`config.mk`:
```
export PLATFORM = sky130hd
export DESIGN_NAME = ttu_top
export DESIGN_NICKNAME = d
export VERILOG_FILES = /design/src/design/ttu_pkg.sv /design/src/design/ttu_level_trig.sv /design/src/design/ttu_hyst_trig.sv /design/src/design/ttu_top.sv
export SDC_FILE = /design/constraint.sdc
export NUM_CORES = 2
export LEC_CHECK = 0
export ABC_CLOCK_PERIOD_IN_PS = 5230
export BUFFER_PORTS_ARGS = -buffer_cell sky130_fd_sc_hd__buf_2
export CORE_AREA = 4 4 295 297
export CTS_BUF_LIST = sky130_fd_sc_hd__clkbuf_4
export CTS_CLUSTER_SIZE = 10
export DETAILED_ROUTE_END_ITERATION = 6
export DIE_AREA = 0 0 299 301
export PLACE_DENSITY = 0.65
export SLEW_MARGIN = 25
export SYNTH_ARGS = -nofsm -noshare
export SYNTH_HDL_FRONTEND = slang
export SYNTH_HIERARCHICAL = 1
export SYNTH_SLANG_ARGS = --single-unit
```
`constraint.sdc`:
```
create_clock -name clk -period 5.23 [get_ports clk]
set_input_delay 1.3075 -clock clk [delete_from_list [all_inputs] [get_ports clk]]
set_output_delay 1.3075 -clock clk [all_outputs]
set_load 0.02 [all_outputs]
```
`src/design/ttu_pkg.sv`:
```
// Summary of operation
// - basic trigger trips when its input is at or above its trip level
// - basic trigger latches until an explicit clear request arrives
// - disable flag: 0 lets the trigger evaluate, 1 stops it tripping
// - boolean and standalone triggers trip on a 1 or 0 bit, latching
// - hysteresis trigger trips after the level holds for assert dwell
// - assert dwell of 0 trips in the same evaluation the level is met
// - non-latching hysteresis clears after release dwell below level
// - release dwell of 0 clears as soon as input drops below level
// - hold-mode selector: 1 latching with explicit clear, 0 self-clearing
// - each cell input has a presence flag, 1 connected, 0 not
// - cell inputs use a fixed zero-based index, 0 is first base cell
// - cell index 16 is the first cell of an attached expansion module
// - each thermistor input has a presence flag, 1 connected, 0 not
// - thermistor index is fixed, index 8 is first expansion thermistor
// - stack name held as four consecutive 8-character label words
// - ordinary fault requests orderly disconnect, optional auto reconnect
// - over/under fault requests fast disconnect, held until user clear
package ttu_pkg;
   // ==========================================================
   // timing
   localparam int CLK_PERIOD_NS     = 25;
   localparam int DWELL_UNIT_NS     = 1000000;
   localparam int DWELL_TICK_CYCLES = DWELL_UNIT_NS / CLK_PERIOD_NS;
   // ==========================================================
   // sizes
   localparam int VAL_W       = 16;
   localparam int DWELL_W     = 16;
   localparam int IDX_W       = 5;
   localparam int N_CELL      = 32;
   localparam int N_THERM     = 16;
   localparam int N_LVL       = 4;
   localparam int N_HYS       = 2;
   localparam int N_BOOL      = 2;
   localparam int N_NAME_REGS = 8;
   localparam logic [IDX_W-1:0] CELL_EXP_BASE  = 5'h10;
   localparam logic [IDX_W-1:0] THERM_EXP_BASE = 5'h08;
   localparam logic [IDX_W-1:0] THERM_LIMIT    = 5'h10;
   // ==========================================================
   // register offsets
   localparam logic [11:0] A_CTRL        = 12'h000;
   localparam logic [11:0] A_CLEAR       = 12'h004;
   localparam logic [11:0] A_STATUS      = 12'h008;
   localparam logic [11:0] A_CELL_PRES   = 12'h00c;
   localparam logic [11:0] A_THERM_PRES  = 12'h010;
   localparam logic [11:0] A_STACK_NAME_WORD_FIRST  = 12'h040;
   localparam logic [11:0] A_STACK_NAME_WORD_SECOND = 12'h048;
   localparam logic [11:0] A_STACK_NAME_WORD_THIRD  = 12'h050;
   localparam logic [11:0] A_STACK_NAME_WORD_FOURTH = 12'h058;
   localparam logic [11:0] A_LVL_BASE    = 12'h080;
   localparam logic [11:0] A_HYS_BASE    = 12'h0a0;
   localparam logic [11:0] A_BOOL_BASE   = 12'h0c0;
   localparam int          REG_STRIDE    = 4;
   localparam int          HYS_STRIDE    = 8;
   // ==========================================================
   // field positions
   localparam int CTRL_EXP_BIT    = 0;
   localparam int CTRL_AUTO_BIT   = 1;
   localparam int CLEAR_BIT       = 0;
   localparam int CFG_KIND_BIT    = 16;
   localparam int CFG_IDX_LSB     = 17;
   localparam int CFG_LATCH_BIT   = 30;
   localparam int CFG_DIS_BIT     = 31;
   localparam int BOOL_POL_BIT    = 0;
   localparam int DW_REL_LSB      = 16;
   localparam int ST_LVL_LSB      = 0;
   localparam int ST_HYS_LSB      = 4;
   localparam int ST_BOOL_LSB     = 8;
   localparam int ST_ORD_BIT      = 12;
   localparam int ST_FAST_BIT     = 13;
   // ==========================================================
   // reset values
   localparam logic [31:0] CFG_RST   = 32'h8000_0000;
   localparam logic [31:0] WORD_ZERO = 32'h0000_0000;
   // ==========================================================
   // types
   typedef enum logic [1:0] {
      HYS_CLEAR   = 2'b01,
      HYS_TRIPPED = 2'b10
   } ttu_hys_state_t;
endpackage : ttu_pkg

```
`src/design/ttu_level_trig.sv`:
```
`timescale 1ns/1ps
`default_nettype none
module ttu_level_trig
   import ttu_pkg::*;
(
   // clock and reset
   input  wire logic clk,
   input  wire logic rst,
   // control
   input  wire logic cond,
   input  wire logic disabled,
   input  wire logic clear,
   // result
   output logic      tripped
);
   logic tripped_q;
   logic tripped_d;

   // ==========================================================
   // latch, set wins over clear
   always_comb begin
      tripped_d = (tripped_q && !clear && !disabled)
                  || (cond && !disabled);
   end

   always_ff @(posedge clk) begin
      if (rst) begin
         tripped_q <= 1'b0;
      end else begin
         tripped_q <= tripped_d;
      end
   end

   assign tripped = tripped_q;
endmodule : ttu_level_trig
`default_nettype wire

```
`src/design/ttu_hyst_trig.sv`:
```
`timescale 1ns/1ps
`default_nettype none
module ttu_hyst_trig
   import ttu_pkg::*;
(
   // clock and reset
   input  wire logic               clk,
   input  wire logic               rst,
   // control
   input  wire logic               cond,
   input  wire logic               tick,
   input  wire logic [DWELL_W-1:0] dwell_assert,
   input  wire logic [DWELL_W-1:0] dwell_release,
   input  wire logic               latched,
   input  wire logic               disabled,
   input  wire logic               clear,
   // result
   output logic                    tripped
);
   ttu_hys_state_t     st_q;
   ttu_hys_state_t     st_d;
   logic [DWELL_W-1:0] cnt_q;
   logic [DWELL_W-1:0] cnt_d;
   logic [DWELL_W-1:0] cnt_inc;

   // ==========================================================
   // dwell state machine
   always_comb begin
      st_d    = st_q;
      cnt_d   = cnt_q;
      cnt_inc = cnt_q + 16'h0001;
      unique case (st_q)
         HYS_CLEAR: begin
            if (disabled || !cond) begin
               cnt_d = '0;
            end else if (dwell_assert == '0) begin
               st_d  = HYS_TRIPPED;
               cnt_d = '0;
            end else if (tick) begin
               cnt_d = cnt_inc;
               if (cnt_inc >= dwell_assert) begin
                  st_d  = HYS_TRIPPED;
                  cnt_d = '0;
               end
            end
         end
         HYS_TRIPPED: begin
            if (disabled || clear) begin
               st_d  = HYS_CLEAR;
               cnt_d = '0;
            end else if (latched || cond) begin
               cnt_d = '0;
            end else if (dwell_release == '0) begin
               st_d  = HYS_CLEAR;
               cnt_d = '0;
            end else if (tick) begin
               cnt_d = cnt_inc;
               if (cnt_inc >= dwell_release) begin
                  st_d  = HYS_CLEAR;
                  cnt_d = '0;
               end
            end
         end
         default: begin
            st_d  = HYS_CLEAR;
            cnt_d = '0;
         end
      endcase
   end

   always_ff @(posedge clk) begin
      if (rst) begin
         st_q  <= HYS_CLEAR;
         cnt_q <= '0;
      end else begin
         st_q  <= st_d;
         cnt_q <= cnt_d;
      end
   end

   assign tripped = (st_q == HYS_TRIPPED);
endmodule : ttu_hyst_trig
`default_nettype wire

```
`src/design/ttu_top.sv`:
```
`timescale 1ns/1ps
`default_nettype none
module ttu_top
   import ttu_pkg::*;
#(
   parameter int TICK_CYCLES = DWELL_TICK_CYCLES
)(
   // clock and reset
   input  wire logic              clk,
   input  wire logic              rst,
   // ahb-lite slave
   input  wire logic              hsel,
   input  wire logic [31:0]       haddr,
   input  wire logic [1:0]        htrans,
   input  wire logic              hwrite,
   input  wire logic [2:0]        hsize,
   input  wire logic [31:0]       hwdata,
   input  wire logic              hready,
   output logic                   hreadyout,
   output logic                   hresp,
   output logic [31:0]            hrdata,
   // measurement front end
   input  wire logic              meas_valid,
   input  wire logic              meas_kind,
   input  wire logic [IDX_W-1:0]  meas_index,
   input  wire logic [VAL_W-1:0]  meas_value,
   // boolean trigger pins
   input  wire logic [N_BOOL-1:0] bool_pin,
   // trip and disconnect requests
   output logic [N_LVL-1:0]       lvl_tripped,
   output logic [N_HYS-1:0]       hys_tripped,
   output logic [N_BOOL-1:0]      bool_tripped,
   output logic                   disconnect_orderly,
   output logic                   disconnect_fast
);
   // ==========================================================
   // helpers
   function automatic logic chan_ok(input logic           kind,
                                    input logic [IDX_W-1:0] idx,
                                    input logic [31:0]    cpres,
                                    input logic [15:0]    tpres,
                                    input logic           exp);
      logic ok;
      ok = 1'b0;
      if (!kind) begin
         ok = cpres[idx] && (idx < CELL_EXP_BASE || exp);
      end else if (idx < THERM_LIMIT) begin
         ok = tpres[idx[3:0]] && (idx < THERM_EXP_BASE || exp);
      end
      return ok;
   endfunction : chan_ok

   function automatic logic cfg_hit(input logic [31:0]      cfg,
                                    input logic             kind,
                                    input logic [IDX_W-1:0] idx);
      return cfg[CFG_KIND_BIT] == kind
             && cfg[CFG_IDX_LSB +: IDX_W] == idx;
   endfunction : cfg_hit

   // ==========================================================
   // register state
   logic [31:0] ctrl_q, ctrl_d;
   logic [31:0] cpres_q, cpres_d;
   logic [15:0] tpres_q, tpres_d;
   logic [31:0] name_q [N_NAME_REGS];
   logic [31:0] name_d [N_NAME_REGS];
   logic [31:0] lvl_cfg_q [N_LVL];
   logic [31:0] lvl_cfg_d [N_LVL];
   logic [31:0] hys_cfg_q [N_HYS];
   logic [31:0] hys_cfg_d [N_HYS];
   logic [31:0] hys_dw_q [N_HYS];
   logic [31:0] hys_dw_d [N_HYS];
   logic [31:0] bool_cfg_q [N_BOOL];
   logic [31:0] bool_cfg_d [N_BOOL];
   logic        clear_q, clear_d;
   logic        wr_pend_q, wr_pend_d;
   logic [11:0] wr_addr_q, wr_addr_d;
   logic [31:0] hrdata_q, hrdata_d;
   logic [31:0] status;
   logic        addr_ok;
   logic [11:0] rd_addr;

   // ==========================================================
   // bus slave and register file
   always_comb begin
      ctrl_d     = ctrl_q;
      cpres_d    = cpres_q;
      tpres_d    = tpres_q;
      name_d     = name_q;
      lvl_cfg_d  = lvl_cfg_q;
      hys_cfg_d  = hys_cfg_q;
      hys_dw_d   = hys_dw_q;
      bool_cfg_d = bool_cfg_q;
      clear_d    = 1'b0;
      hrdata_d   = hrdata_q;
      addr_ok    = hsel && hready && htrans[1];
      wr_pend_d  = addr_ok && hwrite;
      wr_addr_d  = addr_ok ? haddr[11:0] : wr_addr_q;
      rd_addr    = haddr[11:0];
      if (wr_pend_q) begin
         if (wr_addr_q == A_CTRL) begin
            ctrl_d = hwdata;
         end
         if (wr_addr_q == A_CLEAR) begin
            clear_d = hwdata[CLEAR_BIT];
         end
         if (wr_addr_q == A_CELL_PRES) begin
            cpres_d = hwdata;
         end
         if (wr_addr_q == A_THERM_PRES) begin
            tpres_d = hwdata[15:0];
         end
         for (int i = 0; i < N_NAME_REGS; i++) begin
            if (wr_addr_q == A_STACK_NAME_WORD_FIRST
                             + 12'(i * REG_STRIDE)) begin
               name_d[i] = hwdata;
            end
         end
         for (int i = 0; i < N_LVL; i++) begin
            if (wr_addr_q == A_LVL_BASE + 12'(i * REG_STRIDE)) begin
               lvl_cfg_d[i] = hwdata;
            end
         end
         for (int i = 0; i < N_HYS; i++) begin
            if (wr_addr_q == A_HYS_BASE + 12'(i * HYS_STRIDE)) begin
               hys_cfg_d[i] = hwdata;
            end
            if (wr_addr_q == A_HYS_BASE + 12'(i * HYS_STRIDE)
                             + 12'(REG_STRIDE)) begin
               hys_dw_d[i] = hwdata;
            end
         end
         for (int i = 0; i < N_BOOL; i++) begin
            if (wr_addr_q == A_BOOL_BASE + 12'(i * REG_STRIDE)) begin
               bool_cfg_d[i] = hwdata;
            end
         end
      end
      if (addr_ok && !hwrite) begin
         hrdata_d = WORD_ZERO;
         if (rd_addr == A_CTRL) begin
            hrdata_d = ctrl_q;
         end
         if (rd_addr == A_STATUS) begin
            hrdata_d = status;
         end
         if (rd_addr == A_CELL_PRES) begin
            hrdata_d = cpres_q;
         end
         if (rd_addr == A_THERM_PRES) begin
            hrdata_d = {16'h0000, tpres_q};
         end
         for (int i = 0; i < N_NAME_REGS; i++) begin
            if (rd_addr == A_STACK_NAME_WORD_FIRST
                           + 12'(i * REG_STRIDE)) begin
               hrdata_d = name_q[i];
            end
         end
         for (int i = 0; i < N_LVL; i++) begin
            if (rd_addr == A_LVL_BASE + 12'(i * REG_STRIDE)) begin
               hrdata_d = lvl_cfg_q[i];
            end
         end
         for (int i = 0; i < N_HYS; i++) begin
            if (rd_addr == A_HYS_BASE + 12'(i * HYS_STRIDE)) begin
               hrdata_d = hys_cfg_q[i];
            end
            if (rd_addr == A_HYS_BASE + 12'(i * HYS_STRIDE)
                           + 12'(REG_STRIDE)) begin
               hrdata_d = hys_dw_q[i];
            end
         end
         for (int i = 0; i < N_BOOL; i++) begin
            if (rd_addr == A_BOOL_BASE + 12'(i * REG_STRIDE)) begin
               hrdata_d = bool_cfg_q[i];
            end
         end
      end
   end

   always_ff @(posedge clk) begin
      if (rst) begin
         ctrl_q     <= WORD_ZERO;
         cpres_q    <= WORD_ZERO;
         tpres_q    <= 16'h0000;
         name_q     <= '{default: WORD_ZERO};
         lvl_cfg_q  <= '{default: CFG_RST};
         hys_cfg_q  <= '{default: CFG_RST};
         hys_dw_q   <= '{default: WORD_ZERO};
         bool_cfg_q <= '{default: CFG_RST};
         clear_q    <= 1'b0;
         wr_pend_q  <= 1'b0;
         wr_addr_q  <= 12'h000;
         hrdata_q   <= WORD_ZERO;
      end else begin
         ctrl_q     <= ctrl_d;
         cpres_q    <= cpres_d;
         tpres_q    <= tpres_d;
         name_q     <= name_d;
         lvl_cfg_q  <= lvl_cfg_d;
         hys_cfg_q  <= hys_cfg_d;
         hys_dw_q   <= hys_dw_d;
         bool_cfg_q <= bool_cfg_d;
         clear_q    <= clear_d;
         wr_pend_q  <= wr_pend_d;
         wr_addr_q  <= wr_addr_d;
         hrdata_q   <= hrdata_d;
      end
   end

   // ==========================================================
   // dwell tick divider and pin synchroniser
   logic [31:0]       tick_cnt_q, tick_cnt_d;
   logic              tick_q, tick_d;
   logic [N_BOOL-1:0] pin_s1_q, pin_s2_q;

   always_comb begin
      tick_d     = 1'b0;
      tick_cnt_d = tick_cnt_q + 32'h0000_0001;
      if (tick_cnt_q >= 32'(TICK_CYCLES - 1)) begin
         tick_cnt_d = 32'h0000_0000;
         tick_d     = 1'b1;
      end
   end

   always_ff @(posedge clk) begin
      if (rst) begin
         tick_cnt_q <= 32'h0000_0000;
         tick_q     <= 1'b0;
         pin_s1_q   <= '0;
         pin_s2_q   <= '0;
      end else begin
         tick_cnt_q <= tick_cnt_d;
         tick_q     <= tick_d;
         pin_s1_q   <= bool_pin;
         pin_s2_q   <= pin_s1_q;
      end
   end

   // ==========================================================
   // level conditions from the measurement stream
   logic [N_LVL-1:0]  lvl_cond_q, lvl_cond_d, lvl_cond;
   logic [N_HYS-1:0]  hys_cond_q, hys_cond_d, hys_cond;
   logic [N_BOOL-1:0] bool_cond;

   always_comb begin
      lvl_cond_d = lvl_cond_q;
      hys_cond_d = hys_cond_q;
      for (int i = 0; i < N_LVL; i++) begin
         if (meas_valid && cfg_hit(lvl_cfg_q[i], meas_kind, meas_index)) begin
            lvl_cond_d[i] = meas_value >= lvl_cfg_q[i][VAL_W-1:0];
         end
         lvl_cond[i] = lvl_cond_q[i]
                       && chan_ok(lvl_cfg_q[i][CFG_KIND_BIT],
                                  lvl_cfg_q[i][CFG_IDX_LSB +: IDX_W],
                                  cpres_q, tpres_q,
                                  ctrl_q[CTRL_EXP_BIT]);
      end
      for (int i = 0; i < N_HYS; i++) begin
         if (meas_valid && cfg_hit(hys_cfg_q[i], meas_kind, meas_index)) begin
            hys_cond_d[i] = meas_value >= hys_cfg_q[i][VAL_W-1:0];
         end
         hys_cond[i] = hys_cond_q[i]
                       && chan_ok(hys_cfg_q[i][CFG_KIND_BIT],
                                  hys_cfg_q[i][CFG_IDX_LSB +: IDX_W],
                                  cpres_q, tpres_q,
                                  ctrl_q[CTRL_EXP_BIT]);
      end
      for (int i = 0; i < N_BOOL; i++) begin
         bool_cond[i] = pin_s2_q[i] == bool_cfg_q[i][BOOL_POL_BIT];
      end
   end

   always_ff @(posedge clk) begin
      if (rst) begin
         lvl_cond_q <= '0;
         hys_cond_q <= '0;
      end else begin
         lvl_cond_q <= lvl_cond_d;
         hys_cond_q <= hys_cond_d;
      end
   end

   // ==========================================================
   // trigger bank
   for (genvar g = 0; g < N_LVL; g++) begin : g_lvl
      ttu_level_trig u_trig (
         .clk      (clk),
         .rst      (rst),
         .cond     (lvl_cond[g]),
         .disabled (lvl_cfg_q[g][CFG_DIS_BIT]),
         .clear    (clear_q),
         .tripped  (lvl_tripped[g])
      );
   end
   for (genvar g = 0; g < N_BOOL; g++) begin : g_bool
      ttu_level_trig u_trig (
         .clk      (clk),
         .rst      (rst),
         .cond     (bool_cond[g]),
         .disabled (bool_cfg_q[g][CFG_DIS_BIT]),
         .clear    (clear_q),
         .tripped  (bool_tripped[g])
      );
   end
   for (genvar g = 0; g < N_HYS; g++) begin : g_hys
      ttu_hyst_trig u_trig (
         .clk           (clk),
         .rst           (rst),
         .cond          (hys_cond[g]),
         .tick          (tick_q),
         .dwell_assert  (hys_dw_q[g][DWELL_W-1:0]),
         .dwell_release (hys_dw_q[g][DW_REL_LSB +: DWELL_W]),
         .latched       (hys_cfg_q[g][CFG_LATCH_BIT]),
         .disabled      (hys_cfg_q[g][CFG_DIS_BIT]),
         .clear         (clear_q),
         .tripped       (hys_tripped[g])
      );
   end

   // ==========================================================
   // disconnect requests
   logic ord_q, ord_d;
   logic fast_q, fast_d;

   always_comb begin
      if (ctrl_q[CTRL_AUTO_BIT]) begin
         ord_d = |hys_tripped;
      end else begin
         ord_d = !clear_q && (ord_q || (|hys_tripped));
      end
      fast_d = !clear_q
               && (fast_q || (|lvl_tripped) || (|bool_tripped));
      status = WORD_ZERO;
      status[ST_LVL_LSB +: N_LVL]   = lvl_tripped;
      status[ST_HYS_LSB +: N_HYS]   = hys_tripped;
      status[ST_BOOL_LSB +: N_BOOL] = bool_tripped;
      status[ST_ORD_BIT]            = ord_q;
      status[ST_FAST_BIT]           = fast_q;
   end

   always_ff @(posedge clk) begin
      if (rst) begin
         ord_q  <= 1'b0;
         fast_q <= 1'b0;
      end else begin
         ord_q  <= ord_d;
         fast_q <= fast_d;
      end
   end

   assign hreadyout          = 1'b1;
   assign hresp              = 1'b0;
   assign hrdata             = hrdata_q;
   assign disconnect_orderly = ord_q;
   assign disconnect_fast    = fast_q;
endmodule : ttu_top
`default_nettype wire

```
==> summary.md <==
| Metric | Value |
|---|---|
| Status | finished with violations |
| Failing checks | DRC |
| Die area | roughly 90000 µm² |
| Slew HR | a little over a quarter |
| Fin worst setup slack | 0.7382 ns |
| Layout cells sized above 1 | between 10% and 20% |
| Syn Area/Cell | a little under 8 µm² |
| Core area | between 80000 and 90000 µm² |
| CP cell instances | mux4_2 > mux4_2 > nor2b_1 > a31oi_1 > o21ai_0 > and2_1 > or2_0 > a211oi_1 > a31o_1 > buf_4 > nand3_1 > a21oi_1 |
| Max FO, Critical Path | 11 |
| Fill count | between 8000 and 9000 |
| Clock Skews | around 0.079 ns |
| Skew-Pair Late Insertion Delay | 1.13 ns |
| TritonCTS Sinks | 789 |
| GRT overflow | 0 |
| HPWL after DPL | about 110 mm |
| Most frequent cells in the layout | nand2_1, a21oi_1, dfxtp_1 |
| Fin crit share | between 80% and 90% |
| Fin nets | 5576 |
| Sequential area share after synthesis | between 30% and 40% |
| Worst-margin pin slew | roughly 1.1 ns |
| Max-Cap Viols | 0 |
| Critical Path AT | ~5.5 ns |
| Clock period minus worst slack | roughly 4.5 ns |
| Cell area after layout | 45410 µm² |
| Crit-path max cell delay | roughly 0.8 ns |
| Post-synth EDFFs | 0 |
| Required time worst endpoint | a little over 6 ns |
| Total wire length | between 150 and 200 mm |
| Hold Path End | pin_s1_q[0]$_SDFF_PP0_ |
| Synthesized area | 41120 µm² |
| Row Count | around 110 |
| Fmax | between 200 and 250 MHz |
| Initial core utilization | about half |
| Detailed-route via count | just over 40000 |
| Endpoint class of the critical path | flop |
| Antenna violations before repair | 17 |
| Post-CTS Setup Bufs | 0 |
| WS Path Type | reg -> reg |
| Clk root buf | clkbuf_4 |
| Flip-flop and latch area | around 16000 µm² |
| Peak VDD IR | roughly 0.19 mV |
| Worst Hold Class | in -> reg |
| Commonest non-fill, non-tap cell in the layout | nand2_1 |
| CTS buffer count | approximately 210 |
| Mapped Cells | 5248 |
| Port bufs | between 100 and 150 |
| Die width | 299 µm |
| Hold Fails Final Rpt | 0 |
| FF-to-FF setup slack | around 0.74 ns |
| Largest net degree at the start of global routing | 131 |
| Post-route ant nets | 0 |
| H-tree depth | 4 |
| Final Util | roughly 54% |
| Area of the multi-input gates | around 23000 µm² |
| Crit path top cell by count | mux4_2 |
| TritonCTS clock tree | yes |
| FF-to-FF End | g_hys[0].u_trig/cnt_q[1]$_SDFFE_PP0P_ |
| Total GRT Usage | 34.69% |
| Hold_buf cts | 0 |
| Clk slew on worst S/H paths | approximately 0.060 ns |
| Primary FF master, synth | dfxtp_1 |
| First-pass GRT wire length | roughly 240 mm |
| Post-Place Worst Slack | 0.5475 ns |
| Drt via density | between 6 and 7 |
| DR WL met2 | approximately 69 mm |
| Placed Instance Area | approximately 43000 µm² |
| Top layer in use | met5 |
| Yosys warns | 6 |
| Slowest CP cell | dfxtp_1 |
| WL/cell | approximately 24 µm |
| Min-delay src | bool_pin[0] |
| Startpoint Class | flop |
| Syn-to-layout area delta | 10.45% |
| Cells after DPL | around 6200 |
| Worst Reg-to-Reg Cells | 12 |
| Setup_tns | 0 ns |
| GPL Wtd Cong | approximately 0.99 |
| Detail Route met3 WL | slightly above 20 mm |
| Vias in the first global route | roughly 37000 |
| CTS Buffer Depth | 3 |
| Final Setup Violations | 0 |
| Synthesized flop and latch total | just under 800 |
| RSZ-0062 raised after global routing | no |
| Pwr dens | 270.8 nW/µm² |
| Ys async rst share | 0% |
| Detailed Routing Iterations Pass 1 | 7 |
| Yosys cell types | a little under 100 |
| CTS resizes | 0 |
| Die Span Y | 301 µm |
| Number of remaining DRC errors | 3 |
| I/O pin count | 143 |
| Final max-slew violation count | 0 |
| Final Non-Filler Cells | between 6000 and 7000 |
| LEAKAGE | ~16 nW |
| Worst flop-to-flop path startpoint | hys_cfg_q[49]$_SDFFE_PP0P_ |
| Iter 0 DRT Violations | 5619 |
| Hold depth | 2 |
| Wl on met1 | about 61 mm |
-- logic make-up after synthesis --
family,Yosys count,synth area share [%]
simple gates,2087,22.47
compound gates,1379,20.32
flops,789,38.42
buf+inv,608,6.019
fa+ha+maj,167,5.082
mux,139,5.961
xor+xnor,77,1.713
other cells,2,0.01827
-- cells in the mapped netlist (all sizes together), types with 49 or more instances --
| library cell | instances | share of area (%) |
|---|---|---|
| nor3 | 78 | 1.1 |
| clkbuf | 333 | 3.0 |
| buf | 98 | 1.4 |
| o22ai | 64 | 0.97 |
| nand2 | 1463 | 13 |
| inv | 177 | 1.6 |
| nor2 | 177 | 1.7 |
| mux4 | 84 | 4.6 |
| a21oi | 801 | 9.8 |
| nand3 | 84 | 1.0 |
| nor4 | 49 | 1.2 |
| o21ai | 134 | 1.6 |
| a22oi | 85 | 1.7 |
| ha | 167 | 5.1 |
| dfxtp | 789 | 38 |
-- state kept, by name, summed over array words and instances, names as in the netlist, 16 cells and up --
signal              cells
name_q                256
lvl_cfg_q             128
bool_cfg_q             64
hys_cfg_q              64
hys_dw_q               64
cpres_q                32
ctrl_q                 32
g_hys.u_trig/cnt_q     32
hrdata                 32
tick_cnt_q             32
tpres_q                16
-- metal layers --
| layer | vias to the layer above | track usage [%] |
|---|---|---|
| met5 | - | 0 |
| met4 | 20 | 18.35 |
| met3 | 534 | 9.834 |
| met2 | 2568 | 52.14 |
| met1 | 18840 | 45.36 |
| li1 | 18450 | - |
-- area by class of cell --
class / count / share of cell area (%)
antenna: 10 / 0.05511
clock buffer: 317 / 5.241
clock inverter: 60 / 0.7357
inverter: 177 / 1.463
multi-input combinational: 3867 / 50.71
sequential: 789 / 34.79
tap: 1144 / 3.152
timing repair buffer: 264 / 3.857
-- through the flow --
stage / power [mW] / hold slack [ns]
after CTS: 12.33 / 0.3449
after floorplan: 6.540 / 0.4138
after detailed placement: 6.816 / 0.4331
after global placement: 6.812 / 0.4377
final: 12.30 / 0.4146
after global routing: 12.73 / 0.3984
-- critical path: cells and delay by family, from the launching register on --
family	cells	cell delay, ns
DFF	1	0.82
muxes	2	1.06
buffers and inverters	1	0.29
and+or+nand+nor	4	0.75
AOI/OAI and AO/OA	5	1.46
-- worst max path at each step --
stage               slack, ns                                    end                  startpoint
floorplan                1.49  g_hys[1].u_trig/cnt_q[3]$_SDFFE_PP0P_  hys_cfg_q[17]$_SDFFE_PP0P_
global placement         0.59                 hrdata[0]$_SDFFE_PP0P_                   haddr[11]
detailed placement       0.55                 hrdata[0]$_SDFFE_PP0P_                   haddr[11]
CTS                      0.86  g_hys[0].u_trig/cnt_q[6]$_SDFFE_PP0P_  hys_cfg_q[49]$_SDFFE_PP0P_
global route             0.56  g_hys[0].u_trig/cnt_q[6]$_SDFFE_PP0P_  hys_cfg_q[49]$_SDFFE_PP0P_
finish                   0.74  g_hys[0].u_trig/cnt_q[1]$_SDFFE_PP0P_  hys_cfg_q[49]$_SDFFE_PP0P_
-- power by group --
| part | switching, mW | internal [mW] |
|---|---|---|
| Combinational | 0.512 | 0.156 |
| Clock | 2.71 | 2.87 |
| Sequential | 0.0178 | 6.03 |
Note: power is estimated with default switching activity, not from simulation.
